<file path="src/core/pwc_pkg.sv">
// Purpose: constants and types shared by the pulse width capture timer
// Assumes: AXI4-Lite register access, 32-bit data, one aligned word per register
// Notes: register offsets are byte addresses
//
// Behaviour
// - mode select value 110 selects pulse width measurement
// - 16-bit counter increments on count ticks only after run enable is 1
// - valid edge copies count to its capture register, clears counter, pulses capture irq
// - past ffff the next tick pulses wrap irq, wraps to 0000, keeps counting
// - wrap sets option bit 0 flag, held until software clears it
// - write of option register with bit 0 zero clears the wrap flag
// - trigger just after run enable with slow count clock may capture ffff
package pwc_pkg;
   // ==========================================================
   // register map
   localparam logic [7:0] ADDR_CTRL = 8'h00;
   localparam logic [7:0] ADDR_EDGE = 8'h04;
   localparam logic [7:0] ADDR_OPT = 8'h08;
   localparam logic [7:0] ADDR_CNT = 8'h0c;
   localparam logic [7:0] ADDR_CAP0 = 8'h10;
   localparam logic [7:0] ADDR_CAP1 = 8'h14;
   localparam int ADDR_BITS = 8;

   // ==========================================================
   // field positions and values
   localparam int CTRL_RUN_BIT = 7;
   localparam int CTRL_MODE_LSB = 0;
   localparam int EDGE0_LSB = 0;
   localparam int EDGE1_LSB = 2;
   localparam int OPT_WRAP_BIT = 0;
   localparam logic [2:0] MODE_PULSE_WIDTH = 3'h6;
   localparam logic [15:0] CNT_ZERO = 16'h0000;
   localparam logic [15:0] CNT_MAX = 16'hffff;
   localparam logic [1:0] RESP_OKAY = 2'h0;
   localparam logic [1:0] RESP_SLVERR = 2'h2;

   // ==========================================================
   // types
   typedef enum logic [1:0] {
      EDGE_NONE,
      EDGE_RISE,
      EDGE_FALL,
      EDGE_BOTH
   } pwc_edge_t;

   typedef struct packed {
      logic count_run_enable;
      logic [3:0] unused;
      logic [2:0] timer_mode_select;
   } pwc_ctrl_t;

   typedef struct packed {
      logic [3:0] unused;
      logic [1:0] edge1;
      logic [1:0] edge0;
   } pwc_edge_sel_t;

   typedef struct packed {
      logic capture_irq1;
      logic capture_irq0;
      logic wrap_irq;
   } pwc_irq_t;
endpackage

</file>
<file path="src/core/pwc_timer.sv">
// Purpose: 16-bit pulse width measurement timer channel with AXI4-Lite registers
// Assumes: trigger inputs are asynchronous; count tick is aclk divided by CNT_DIV
// Notes: irq outputs are one-cycle pulses; the wrap flag lives in the option register
`timescale 1ns/1ps
module pwc_timer #(
   parameter int CNT_DIV = 1
) (
   // clock and reset
   input wire logic aclk,
   input wire logic aresetn,
   // axi4-lite write address and data
   input wire logic [pwc_pkg::ADDR_BITS-1:0] s_axi_awaddr,
   input wire logic s_axi_awvalid,
   output logic s_axi_awready,
   input wire logic [31:0] s_axi_wdata,
   input wire logic [3:0] s_axi_wstrb,
   input wire logic s_axi_wvalid,
   output logic s_axi_wready,
   // axi4-lite write response
   output logic [1:0] s_axi_bresp,
   output logic s_axi_bvalid,
   input wire logic s_axi_bready,
   // axi4-lite read
   input wire logic [pwc_pkg::ADDR_BITS-1:0] s_axi_araddr,
   input wire logic s_axi_arvalid,
   output logic s_axi_arready,
   output logic [31:0] s_axi_rdata,
   output logic [1:0] s_axi_rresp,
   output logic s_axi_rvalid,
   input wire logic s_axi_rready,
   // external pulse inputs
   input wire logic capture_trigger_input0,
   input wire logic capture_trigger_input1,
   // interrupt request pulses
   output logic capture_irq0,
   output logic capture_irq1,
   output logic wrap_irq
);
   // refuse prescaler settings that the divider counter cannot hold
   if (CNT_DIV < 1 || CNT_DIV > 65536) begin : g_bad_div
      $error("CNT_DIV out of range");
   end

   localparam int DIV_BITS = (CNT_DIV > 1) ? $clog2(CNT_DIV) : 1;
   localparam logic [DIV_BITS-1:0] DIV_LAST = DIV_BITS'(CNT_DIV - 1);

   // ==========================================================
   // edge detect on a synchronised level
   function automatic logic edge_hit(input logic [1:0] sel, input logic cur, input logic prev);
      logic rise;
      logic fall;
      rise = cur & ~prev;
      fall = ~cur & prev;
      case (pwc_pkg::pwc_edge_t'(sel))
         pwc_pkg::EDGE_RISE: edge_hit = rise;
         pwc_pkg::EDGE_FALL: edge_hit = fall;
         pwc_pkg::EDGE_BOTH: edge_hit = rise | fall;
         default: edge_hit = 1'b0;
      endcase
   endfunction

   // ==========================================================
   // state
   logic [1:0] sync1_ff, sync2_ff, prev_ff;
   pwc_pkg::pwc_ctrl_t ctrl_ff, nxt_ctrl;
   pwc_pkg::pwc_edge_sel_t edge_ff, nxt_edge;
   logic [7:0] opt_ff, nxt_opt;
   logic [15:0] cnt_ff, nxt_cnt, cap0_ff, nxt_cap0, cap1_ff, nxt_cap1;
   logic [DIV_BITS-1:0] div_ff, nxt_div;
   logic started_ff, nxt_started;
   pwc_pkg::pwc_irq_t irq_ff, nxt_irq;
   logic aw_held_ff, nxt_aw_held, w_held_ff, nxt_w_held;
   logic [pwc_pkg::ADDR_BITS-1:0] awaddr_ff, nxt_awaddr;
   logic [31:0] wdata_ff, nxt_wdata, rdata_ff, nxt_rdata;
   logic wstrb0_ff, nxt_wstrb0;
   logic awready_ff, nxt_awready, wready_ff, nxt_wready, bvalid_ff, nxt_bvalid;
   logic arready_ff, nxt_arready, rvalid_ff, nxt_rvalid;
   logic [1:0] bresp_ff, nxt_bresp, rresp_ff, nxt_rresp;

   // ==========================================================
   // counter, capture and register logic
   always_comb begin
      logic active;
      logic tick;
      logic hit0;
      logic hit1;
      logic do_wr;
      logic wrap_set;
      logic wr_ok;
      active = 1'b0;
      tick = 1'b0;
      hit0 = 1'b0;
      hit1 = 1'b0;
      do_wr = 1'b0;
      wrap_set = 1'b0;
      wr_ok = 1'b0;
      nxt_ctrl = ctrl_ff;
      nxt_edge = edge_ff;
      nxt_opt = opt_ff;
      nxt_cnt = cnt_ff;
      nxt_cap0 = cap0_ff;
      nxt_cap1 = cap1_ff;
      nxt_div = div_ff;
      nxt_started = started_ff;
      nxt_irq = '0;
      nxt_aw_held = aw_held_ff;
      nxt_w_held = w_held_ff;
      nxt_awaddr = awaddr_ff;
      nxt_wdata = wdata_ff;
      nxt_wstrb0 = wstrb0_ff;
      nxt_bvalid = bvalid_ff;
      nxt_bresp = bresp_ff;
      nxt_rvalid = rvalid_ff;
      nxt_rdata = rdata_ff;
      nxt_rresp = rresp_ff;

      active = ctrl_ff.count_run_enable &&
               ctrl_ff.timer_mode_select == pwc_pkg::MODE_PULSE_WIDTH;
      tick = active && div_ff == DIV_LAST;
      // software leaves the unused input at no edge, so both hitting is not expected
      hit0 = active && edge_hit(edge_ff.edge0, sync2_ff[0], prev_ff[0]);
      hit1 = active && edge_hit(edge_ff.edge1, sync2_ff[1], prev_ff[1]);

      if (!active) begin
         // a stopped counter parks at max so the first tick lands on zero
         nxt_cnt = pwc_pkg::CNT_MAX;
         nxt_div = '0;
         nxt_started = 1'b0;
      end else if (hit0 || hit1) begin
         // a trigger before the first tick captures the parked max value
         if (hit0) begin
            nxt_cap0 = cnt_ff;
         end
         if (hit1) begin
            nxt_cap1 = cnt_ff;
         end
         nxt_cnt = pwc_pkg::CNT_ZERO;
         nxt_div = '0;
         nxt_started = 1'b1;
         nxt_irq.capture_irq0 = hit0;
         nxt_irq.capture_irq1 = hit1;
      end else if (tick) begin
         nxt_div = '0;
         nxt_cnt = 16'(cnt_ff + 16'h0001);
         nxt_started = 1'b1;
         if (cnt_ff == pwc_pkg::CNT_MAX && started_ff) begin
            wrap_set = 1'b1;
            nxt_irq.wrap_irq = 1'b1;
         end
      end else begin
         nxt_div = DIV_BITS'(div_ff + 1'b1);
      end

      // write channel: address and data are taken in either order
      if (s_axi_awvalid && awready_ff) begin
         nxt_aw_held = 1'b1;
         nxt_awaddr = s_axi_awaddr;
      end
      if (s_axi_wvalid && wready_ff) begin
         nxt_w_held = 1'b1;
         nxt_wdata = s_axi_wdata;
         nxt_wstrb0 = s_axi_wstrb[0];
      end
      if (s_axi_bvalid && s_axi_bready) begin
         nxt_bvalid = 1'b0;
      end
      do_wr = aw_held_ff && w_held_ff && !bvalid_ff;
      if (do_wr) begin
         nxt_aw_held = 1'b0;
         nxt_w_held = 1'b0;
         nxt_bvalid = 1'b1;
         wr_ok = 1'b1;
         case (awaddr_ff)
            pwc_pkg::ADDR_CTRL: begin
               if (wstrb0_ff) begin
                  nxt_ctrl = pwc_pkg::pwc_ctrl_t'(wdata_ff[7:0]);
                  nxt_ctrl.unused = '0;
               end
            end
            pwc_pkg::ADDR_EDGE: begin
               if (wstrb0_ff) begin
                  nxt_edge = pwc_pkg::pwc_edge_sel_t'(wdata_ff[7:0]);
                  nxt_edge.unused = '0;
               end
            end
            pwc_pkg::ADDR_OPT: begin
               // the flag only clears from software; writing one does not set it
               if (wstrb0_ff && !wdata_ff[pwc_pkg::OPT_WRAP_BIT]) begin
                  nxt_opt[pwc_pkg::OPT_WRAP_BIT] = 1'b0;
               end
            end
            pwc_pkg::ADDR_CNT, pwc_pkg::ADDR_CAP0, pwc_pkg::ADDR_CAP1: wr_ok = 1'b1;
            default: wr_ok = 1'b0;
         endcase
         nxt_bresp = wr_ok ? pwc_pkg::RESP_OKAY : pwc_pkg::RESP_SLVERR;
      end
      // a wrap in the same cycle as a clear wins
      if (wrap_set) begin
         nxt_opt[pwc_pkg::OPT_WRAP_BIT] = 1'b1;
      end
      nxt_awready = !nxt_aw_held && !nxt_bvalid;
      nxt_wready = !nxt_w_held && !nxt_bvalid;

      // read channel
      if (s_axi_rvalid && s_axi_rready) begin
         nxt_rvalid = 1'b0;
      end
      if (s_axi_arvalid && arready_ff) begin
         nxt_rvalid = 1'b1;
         nxt_rresp = pwc_pkg::RESP_OKAY;
         nxt_rdata = '0;
         case (s_axi_araddr)
            pwc_pkg::ADDR_CTRL: nxt_rdata[7:0] = ctrl_ff;
            pwc_pkg::ADDR_EDGE: nxt_rdata[7:0] = edge_ff;
            pwc_pkg::ADDR_OPT: nxt_rdata[7:0] = opt_ff;
            // stopped counter reads as zero, not its parked max
            pwc_pkg::ADDR_CNT: nxt_rdata[15:0] = active ? cnt_ff : pwc_pkg::CNT_ZERO;
            pwc_pkg::ADDR_CAP0: nxt_rdata[15:0] = cap0_ff;
            pwc_pkg::ADDR_CAP1: nxt_rdata[15:0] = cap1_ff;
            default: nxt_rresp = pwc_pkg::RESP_SLVERR;
         endcase
      end
      nxt_arready = !nxt_rvalid;
   end

   always_ff @(posedge aclk) begin
      if (!aresetn) begin
         sync1_ff <= '0;
         sync2_ff <= '0;
         prev_ff <= '0;
         ctrl_ff <= '0;
         edge_ff <= '0;
         opt_ff <= '0;
         cnt_ff <= pwc_pkg::CNT_MAX;
         cap0_ff <= pwc_pkg::CNT_ZERO;
         cap1_ff <= pwc_pkg::CNT_ZERO;
         div_ff <= '0;
         started_ff <= 1'b0;
         irq_ff <= '0;
         aw_held_ff <= 1'b0;
         w_held_ff <= 1'b0;
         awaddr_ff <= '0;
         wdata_ff <= '0;
         wstrb0_ff <= 1'b0;
         awready_ff <= 1'b0;
         wready_ff <= 1'b0;
         bvalid_ff <= 1'b0;
         bresp_ff <= pwc_pkg::RESP_OKAY;
         arready_ff <= 1'b0;
         rvalid_ff <= 1'b0;
         rdata_ff <= '0;
         rresp_ff <= pwc_pkg::RESP_OKAY;
      end else begin
         sync1_ff <= {capture_trigger_input1, capture_trigger_input0};
         sync2_ff <= sync1_ff;
         prev_ff <= sync2_ff;
         ctrl_ff <= nxt_ctrl;
         edge_ff <= nxt_edge;
         opt_ff <= nxt_opt;
         cnt_ff <= nxt_cnt;
         cap0_ff <= nxt_cap0;
         cap1_ff <= nxt_cap1;
         div_ff <= nxt_div;
         started_ff <= nxt_started;
         irq_ff <= nxt_irq;
         aw_held_ff <= nxt_aw_held;
         w_held_ff <= nxt_w_held;
         awaddr_ff <= nxt_awaddr;
         wdata_ff <= nxt_wdata;
         wstrb0_ff <= nxt_wstrb0;
         awready_ff <= nxt_awready;
         wready_ff <= nxt_wready;
         bvalid_ff <= nxt_bvalid;
         bresp_ff <= nxt_bresp;
         arready_ff <= nxt_arready;
         rvalid_ff <= nxt_rvalid;
         rdata_ff <= nxt_rdata;
         rresp_ff <= nxt_rresp;
      end
   end

   // ==========================================================
   // outputs
   assign s_axi_awready = awready_ff;
   assign s_axi_wready = wready_ff;
   assign s_axi_bvalid = bvalid_ff;
   assign s_axi_bresp = bresp_ff;
   assign s_axi_arready = arready_ff;
   assign s_axi_rvalid = rvalid_ff;
   assign s_axi_rdata = rdata_ff;
   assign s_axi_rresp = rresp_ff;
   assign capture_irq0 = irq_ff.capture_irq0;
   assign capture_irq1 = irq_ff.capture_irq1;
   assign wrap_irq = irq_ff.wrap_irq;
endmodule

</file>
<file path="config.mk">
export PLATFORM = sky130hd
export DESIGN_NAME = pwc_timer
export DESIGN_NICKNAME = d
export VERILOG_FILES = /design/src/core/pwc_pkg.sv /design/src/core/pwc_timer.sv
export SDC_FILE = /design/constraint.sdc
export NUM_CORES = 1
export LEC_CHECK = 0
export BUFFER_PORTS_ARGS = -buffer_cell sky130_fd_sc_hd__buf_4
export CORE_ASPECT_RATIO = 0.9
export CORE_UTILIZATION = 60
export CTS_BUF_LIST = sky130_fd_sc_hd__clkbuf_2 sky130_fd_sc_hd__clkbuf_4 sky130_fd_sc_hd__clkbuf_8
export DETAILED_ROUTE_END_ITERATION = 10
export PLACE_DENSITY_LB_ADDON = 0.05
export SYNTH_ARGS = -nofsm -noshare
export SYNTH_HDL_FRONTEND = slang
export SYNTH_SLANG_ARGS = --single-unit
</file>
<file path="constraint.sdc">
create_clock -name aclk -period 4.4 [get_ports aclk]
set_input_delay 0.22 -clock aclk [delete_from_list [all_inputs] [get_ports aclk]]
set_output_delay 0.22 -clock aclk [all_outputs]
set_load 0.005 [all_outputs]
</file>
### Yosys cells after proc, flatten, opt, wreduce, memory -nomap -nowiden

Cells that the tools add are included.

| storage, ports and cells | value |
|---|---|
| register bits after elaboration | 112 |
| bits in latches | 0 |
| memory bits (writable) | 0 |
| ROM bits | 0 |
| output and inout bits | 44 |
| logic and storage cells | 129 |
| memories kept | 0 |

| operators by class | value |
|---|---|
| $add $sub $neg | 2 |
| multiply operators | 0 |
| divide/modulo/power cells | 0 |
| order comparisons | 0 |
| equal/unequal tests | 18 |
| shifts and indexed selects | 0 |
| mux-type cells | 29 |
| bitwise logic cells | 13 |
| reduce and logical (&&, ||, !) cells | 38 |

Operators by type and width:

| kind | number |
|---|---|
| 16-bit 2-to-1 mux | 3 |
| 8-bit one-hot mux with 6 select lines | 1 |
| 8-bit by 4-bit equality test with 1-bit output (second input constant) | 4 |
| 8-bit by 5-bit equality test with 1-bit output (second input constant) | 4 |
| 8-bit one-hot mux with 3 select lines | 1 |
| 1-bit 2-to-1 mux | 20 |
| 3-bit AND reduction | 6 |
| 16-bit by 1-bit adder with 16-bit output (second input constant) | 1 |
| 16-bit equality test (second input constant) | 1 |
| 8-bit by 3-bit equality test with 1-bit output (second input constant) | 2 |
| 8-bit zero test | 2 |
| 1-bit logical AND | 15 |
| 6-bit OR reduction | 2 |
| 2-bit equality test (second input constant) | 4 |
| 2-bit nonzero test | 4 |
| 1-bit inverter | 7 |
| 1-bit zero test | 6 |
| 1-bit one-hot mux with 3 select lines | 2 |
| 1-bit AND | 4 |
| 2-bit by 1-bit equality test with 1-bit output (second input constant) | 2 |
| 2-bit 2-to-1 mux | 2 |
| 4-bit OR reduction | 1 |
| 3-bit equality test (second input constant) | 1 |
| 1-bit bitwise OR | 2 |
| 3 further kinds | 3 |

### Logic depth before layout (Yosys ltp)

| logic depth | value |
|---|---|
| word-level depth | 10 |
| mapped depth | 8 |
| gate-level depth less buffers | 7 |

### Least setup slack after synthesis

OpenSTA, ideal clock, no wires.

| path | value |
|---|---|
| path kind | register -> register |
| start | reg sync2_ff[0] |
| end | reg opt_ff[0] |
| library setup time | 0.066 ns |
| data arrival time | 1.897 ns |
| path slack | 2.437 ns |
| cell stages (with the launch flop) | 8 |
| path buffers | 0 |
| clock period less this slack | 1.963 ns |
| path through | dfxtp_1 inv_1 ha_1 nor2b_1 o21ai_0 a41oi_1 or4b_4 a21oi_2 |

| on the way | value |
|---|---|
| cells in the longest elaborated chain, start to end | 10 |
| elaborated cells between the ends (all ways) | 14 |
| classes of those cells | mux (4); bitwise (4); reduce/logical (6) |

RTL lines:

| what | line | source |
|---|---|---|
| start: declaration | pwc_timer.sv:64 | `logic [1:0] sync1_ff, sync2_ff, prev_ff;` |
| start signal: assignment | pwc_timer.sv:255 | `sync2_ff <= sync1_ff;` |
| 1-bit inverter | pwc_timer.sv:53 | `fall = ~cur & prev;` |
| 1-bit AND | pwc_timer.sv:53 |  |
| 1-bit bitwise OR | pwc_timer.sv:57 | `pwc_pkg::EDGE_BOTH: edge_hit = rise \| fall;` |
| 1-bit one-hot mux with 3 select lines (*) | pwc_timer.sv:54 | `case (pwc_pkg::pwc_edge_t'(sel))` |
| 1-bit logical AND (*) | pwc_timer.sv:121 | `hit0 = active && edge_hit(edge_ff.edge0, sync2_ff[0], prev_ff[0]);` |
| 1-bit logical OR (*) | pwc_timer.sv:129 | `end else if (hit0 \|\| hit1) begin` |
| 1-bit 2-to-1 mux (*) | n/a |  |
| 1-bit 2-to-1 mux (*) | pwc_timer.sv:124 | `if (!active) begin` |
| 2-bit nonzero test (no source line) | n/a |  |
| 3-bit AND reduction (no source line) | n/a |  |
| end signal: assignment | pwc_timer.sv:259 | `opt_ff <= nxt_opt;` |
| end: declaration | pwc_timer.sv:67 | `logic [7:0] opt_ff, nxt_opt;` |

Every way passes the cells marked *; elsewhere a longest branch is shown, timed or not.
A chain may end at the register's enable or synchronous reset.

### Final worst setup path

| path | value |
|---|---|
| start | reg cnt_ff[2] |
| end | reg opt_ff[0] |

| on the way | value |
|---|---|
| cells in the longest elaborated chain, start to end | 8 |
| elaborated cells between the ends (all ways) | 11 |
| classes of those cells | eq/ne (1); mux (5); reduce/logical (5) |

RTL lines:

| what | line | source |
|---|---|---|
| start: declaration | pwc_timer.sv:68 | `logic [15:0] cnt_ff, nxt_cnt, cap0_ff, nxt_cap0, cap1_ff, nxt_cap1;` |
| start signal: assignment | pwc_timer.sv:234 | `cnt_ff <= pwc_pkg::CNT_MAX;` |
| start signal: assignment | pwc_timer.sv:260 | `cnt_ff <= nxt_cnt;` |
| 16-bit equality test (*) | pwc_timer.sv:146 | `if (cnt_ff == pwc_pkg::CNT_MAX && started_ff) begin` |
| 1-bit logical AND (*) | pwc_timer.sv:146 |  |
| 1-bit 2-to-1 mux (*) | pwc_timer.sv:146 |  |
| 1-bit 2-to-1 mux (*) (2 in series) | n/a |  |
| 1-bit 2-to-1 mux (*) | pwc_timer.sv:124 |  |
| 2-bit nonzero test (no source line) | n/a |  |
| 3-bit AND reduction (no source line) | n/a |  |

Marks and branches as above.

==> results by group <==
Run status
  – Status: complete, no violations

Setup path
  – Slowest cell delay on critical path: between 600 and 700 ps
  – Critical path depth: 4
  – Critical path launch point type: flop
  – CP Launch Point: cnt_ff[2]$_SDFFE_PN1P_
  – Reg-to-reg endpoint: opt_ff[0]$_SDFFE_PN0P_
  – R2r startpoint: cnt_ff[2]$_SDFFE_PN1P_
  – Critical path buffers and inverters: 0
  – Setup crit end kind: flop
  – Cell family with most CP delay: simple AND/OR/NAND/NOR gates
  – Worst Path Arrival: roughly 2500 ps
  – Critical path class: reg -> reg
  – Crit Path Max Fanout: 8
  – Critical path cell sequence: nand4_1 -> or4b_1 -> or4b_4 -> a21oi_2
  – R2r worst-path depth: 4
  – CP Data Required Time: 4710 ps
  – R2r setup slk: between 2000 and 2500 ps
  – Critical-path top delay cell: or4b_1
  – CP endpoint: opt_ff[0]$_SDFFE_PN0P_

Global route
  – GR Util All Layers: 26.96%
  – Vias in the first global route: 3455
  – Largest net degree at the start of global routing: 42
  – First-pass GRT wire length: 16640 um
  – Initial antenna violation count: 0
  – Grt ovf: 0

Clock network
  – Clock Pin Slew Worst Setup and Hold Paths: around 100 ps
  – CTS tree: yes
  – Clk sink count: between 100 and 150
  – TritonCTS Buffers: 9
  – Resized Gates After CTS: 0
  – Root Buffer Master: clkbuf_8
  – CTS max path bufs: 2
  – Clock latency on the worst-skew pair: between 300 and 400 ps
  – H-Tree Depth: 3
  – Hold_buf cts: 0
  – Post-CTS setup repair buffer count: 0

Routing
  – Vias: between 3000 and 4000
  – Vias per cell: between 5 and 6
  – DRC errors left: 0
  – Post-route antenna net violation count: 0
  – DR WL/cell: 15.34 um
  – Drt pass-1 iters: 6
  – Wirelength, routed: ~9900 um
  – Initial drt markers: about 240

Timing
  – Slew Limit Fails: 0
  – RSZ-0062 raised after global routing: false
  – Slew of the pin with the lowest slew margin: around 930 ps
  – Relative slew slack: a little under two fifths
  – Clock Skew: 15.60 ps
  – Final min period: roughly 2200 ps
  – Crit share post-route: approximately half
  – Peak Freq: roughly 450 MHz
  – Final setup vio count: 0
  – Final hold violations: 0
  – Post-route setup slack: approximately 2200 ps
  – Final setup TNS: 0 ps

Power and ir drop
  – Static Leak: 2.037 nW
  – Int Power: around 0.0012 W
  – Net Switching: 0.0004144 W
  – Sequential share of power: about three fifths
  – Pwr dens: around 320 nW/um^2
  – Maximum vdd drop: between 0.2 and 0.25 mV
  – Comb pwr share: ~5.8%
  – Net Sw Frac: 25.03%
  – Clock share of power: 34.1%

Floorplanning
  – Die W: approximately 94 um
  – Starting Density: 63.40%
  – Ports: 105
  – Die Y-Extent: 84.87 um
  – FP Rows: 29
  – Die area: 7984 um^2
  – Core area: 7221 um^2

Logic synthesis
  – Synth Warn #: 0
  – Synth top area cells: dfxtp_1 47%, mux2i_1 9.4%, nor2_1 5.3%
  – Most frequent cell after synthesis: dfxtp_1
  – Synth cell count leaders: 107 x dfxtp_1, 65 x nor2_1, 47 x nand2_1, 43 x mux2i_1, 35 x o21ai_0
  – Synth top area share: between 40% and 50%
  – Fraction of registers with async set/reset: 0%
  – Synth area leader: dfxtp_1
  – Post-synthesis instance total: between 400 and 500
  – Synthesized cell area: around 4600 um^2
  – EDFF count, synth: 0
  – Post-Syn Area per Cell: 9.175 um^2
  – Cell variety after synth: 54
  – Sequential area share after synthesis: between 40% and 50%
  – Most used flip-flop cell after synthesis: dfxtp_1
  – Synth Register Bits: around 110

Placed design
  – Placed instance count: about 630
  – Port bufs: 56
  – DP Worst Slack: approximately 2000 ps
  – Dpl hpwl: between 6000 and 7000 um
  – GPL Wtd Cong: 0.8466

Finish
  – # nets final: 612
  – Fraction of layout cells with a size suffix above 1: 18.33%
  – Diodes inserted: 0
  – Layout area overhead: 12.71%
  – Non-filler cells, final: ~640

Flow run
  – Max-cap violations: 0

Min path
  – Hold Path Class: in -> reg
-- metal layers --
layer | vias up | GRT usage, % | wire length (um)
li1 | 1785 | - | -
met1 | 1712 | 35.50 | 4458
met2 | 119 | 43.46 | 4692
met3 | 13 | 6.541 | 620
met4 | 0 | 8.951 | 108
met5 | - | 0 | 0
-- sequential cells by signal, indices dropped and copies added (netlist names), 2 cells and up --
| register | count |
|---|---|
| s_axi_rdata | 16 |
| sync1_ff | 2 |
| cnt_ff | 16 |
| ctrl_ff | 4 |
| cap0_ff | 16 |
| edge_ff | 4 |
| wdata_ff | 5 |
| cap1_ff | 16 |
| awaddr_ff | 8 |
| sync2_ff | 2 |
| prev_ff | 2 |
-- final cells by class --
type,instances,area [um^2]
tap,93,116.4
multi-input combinational,360,2236
timing repair buffer,61,457.9
inverter,7,26.28
sequential,107,2142
clock buffer,9,123.9
fill,565,2061
clock inverter,7,57.56
-- per-stage QoR --
step	util, %	cell area [um^2]	hold WS [ps]	power [W]
3_3_place_gp	68.95	4979	414.2	0.001110
6_report	71.46	5160	50.14	0.001656
3_5_place_dp	68.95	4979	422.3	0.001113
5_1_grt	71.46	5160	48.49	0.001721
4_1_cts	71.46	5160	43.11	0.001662
2_1_floorplan	-	4646	347.3	0.001081
-- worst min path at each step --
stage                                 startpoint                     end  slack [ps]  depth (start not counted)
after floorplan           capture_trigger_input0  sync1_ff[0]$_SDFF_PN0_         350                          1
after global placement    sync1_ff[0]$_SDFF_PN0_  sync2_ff[0]$_SDFF_PN0_         410                          1
after detailed placement  sync1_ff[0]$_SDFF_PN0_  sync2_ff[0]$_SDFF_PN0_         420                          1
after CTS                 capture_trigger_input1  sync1_ff[1]$_SDFF_PN0_          40                          2
after global routing      capture_trigger_input0  sync1_ff[0]$_SDFF_PN0_          50                          2
final                     capture_trigger_input1  sync1_ff[1]$_SDFF_PN0_          50                          2
-- cell usage in the layout (no fill, tap or decap), types with 2 or more instances in the layout --
| cell | Yosys | layout |
|---|---|---|
| a21oi_2 | 3 | 3 |
| a21oi_1 | 25 | 25 |
| ha_1 | 5 | 5 |
| nor2b_1 | 4 | 4 |
| nor3_2 | 2 | 2 |
| mux2i_1 | 43 | 43 |
| conb_1 | 1 | 19 |
| and3_1 | 4 | 4 |
| a2bb2oi_1 | 3 | 3 |
| or4_1 | 2 | 2 |
| nand3_1 | 17 | 17 |
| a31oi_1 | 2 | 2 |
| nand4_1 | 2 | 2 |
| clkbuf_8 | 0 | 9 |
| o21ai_1 | 2 | 2 |
| nand3b_1 | 5 | 5 |
| o21ai_0 | 35 | 35 |
| nor3_1 | 4 | 4 |
| mux2_2 | 10 | 10 |
| buf_4 | 18 | 61 |
| xor2_1 | 2 | 2 |
| a22oi_1 | 10 | 10 |
| nand2_1 | 47 | 47 |
| clkinv_4 | 0 | 2 |
| inv_1 | 6 | 6 |
| nand2b_1 | 4 | 4 |
| a221oi_1 | 2 | 2 |
| inv_6 | 0 | 4 |
| and2_1 | 9 | 9 |
| dfxtp_1 | 107 | 107 |
| xnor2_1 | 13 | 13 |
| nor4_2 | 2 | 2 |
| nor2_1 | 65 | 65 |
-- power by group through the flow --
stage          clock [W]  sequential, W  combinational (W)
6_report        0.000565       0.000995          0.0000954
3_5_place_dp           0        0.00102          0.0000950
4_1_cts         0.000572       0.000995          0.0000955
2_1_floorplan          0        0.00101          0.0000663
3_3_place_gp           0        0.00102          0.0000932
5_1_grt         0.000616       0.000998           0.000106
-- kinds of logic after synthesis --
family                     after synthesis  share of synthesized area [%]
and+or+nand+nor                        179                          19.35
DFF                                    107                          46.79
AOI/OAI and AO/OA                       88                          11.34
muxes                                   54                          12.35
buffers and inverters                   50                          5.848
xor gates and xnor gates                15                          2.870
adders and majority gates                5                          1.366
other                                    1                        0.08191
(Power assumes the default switching activity.)
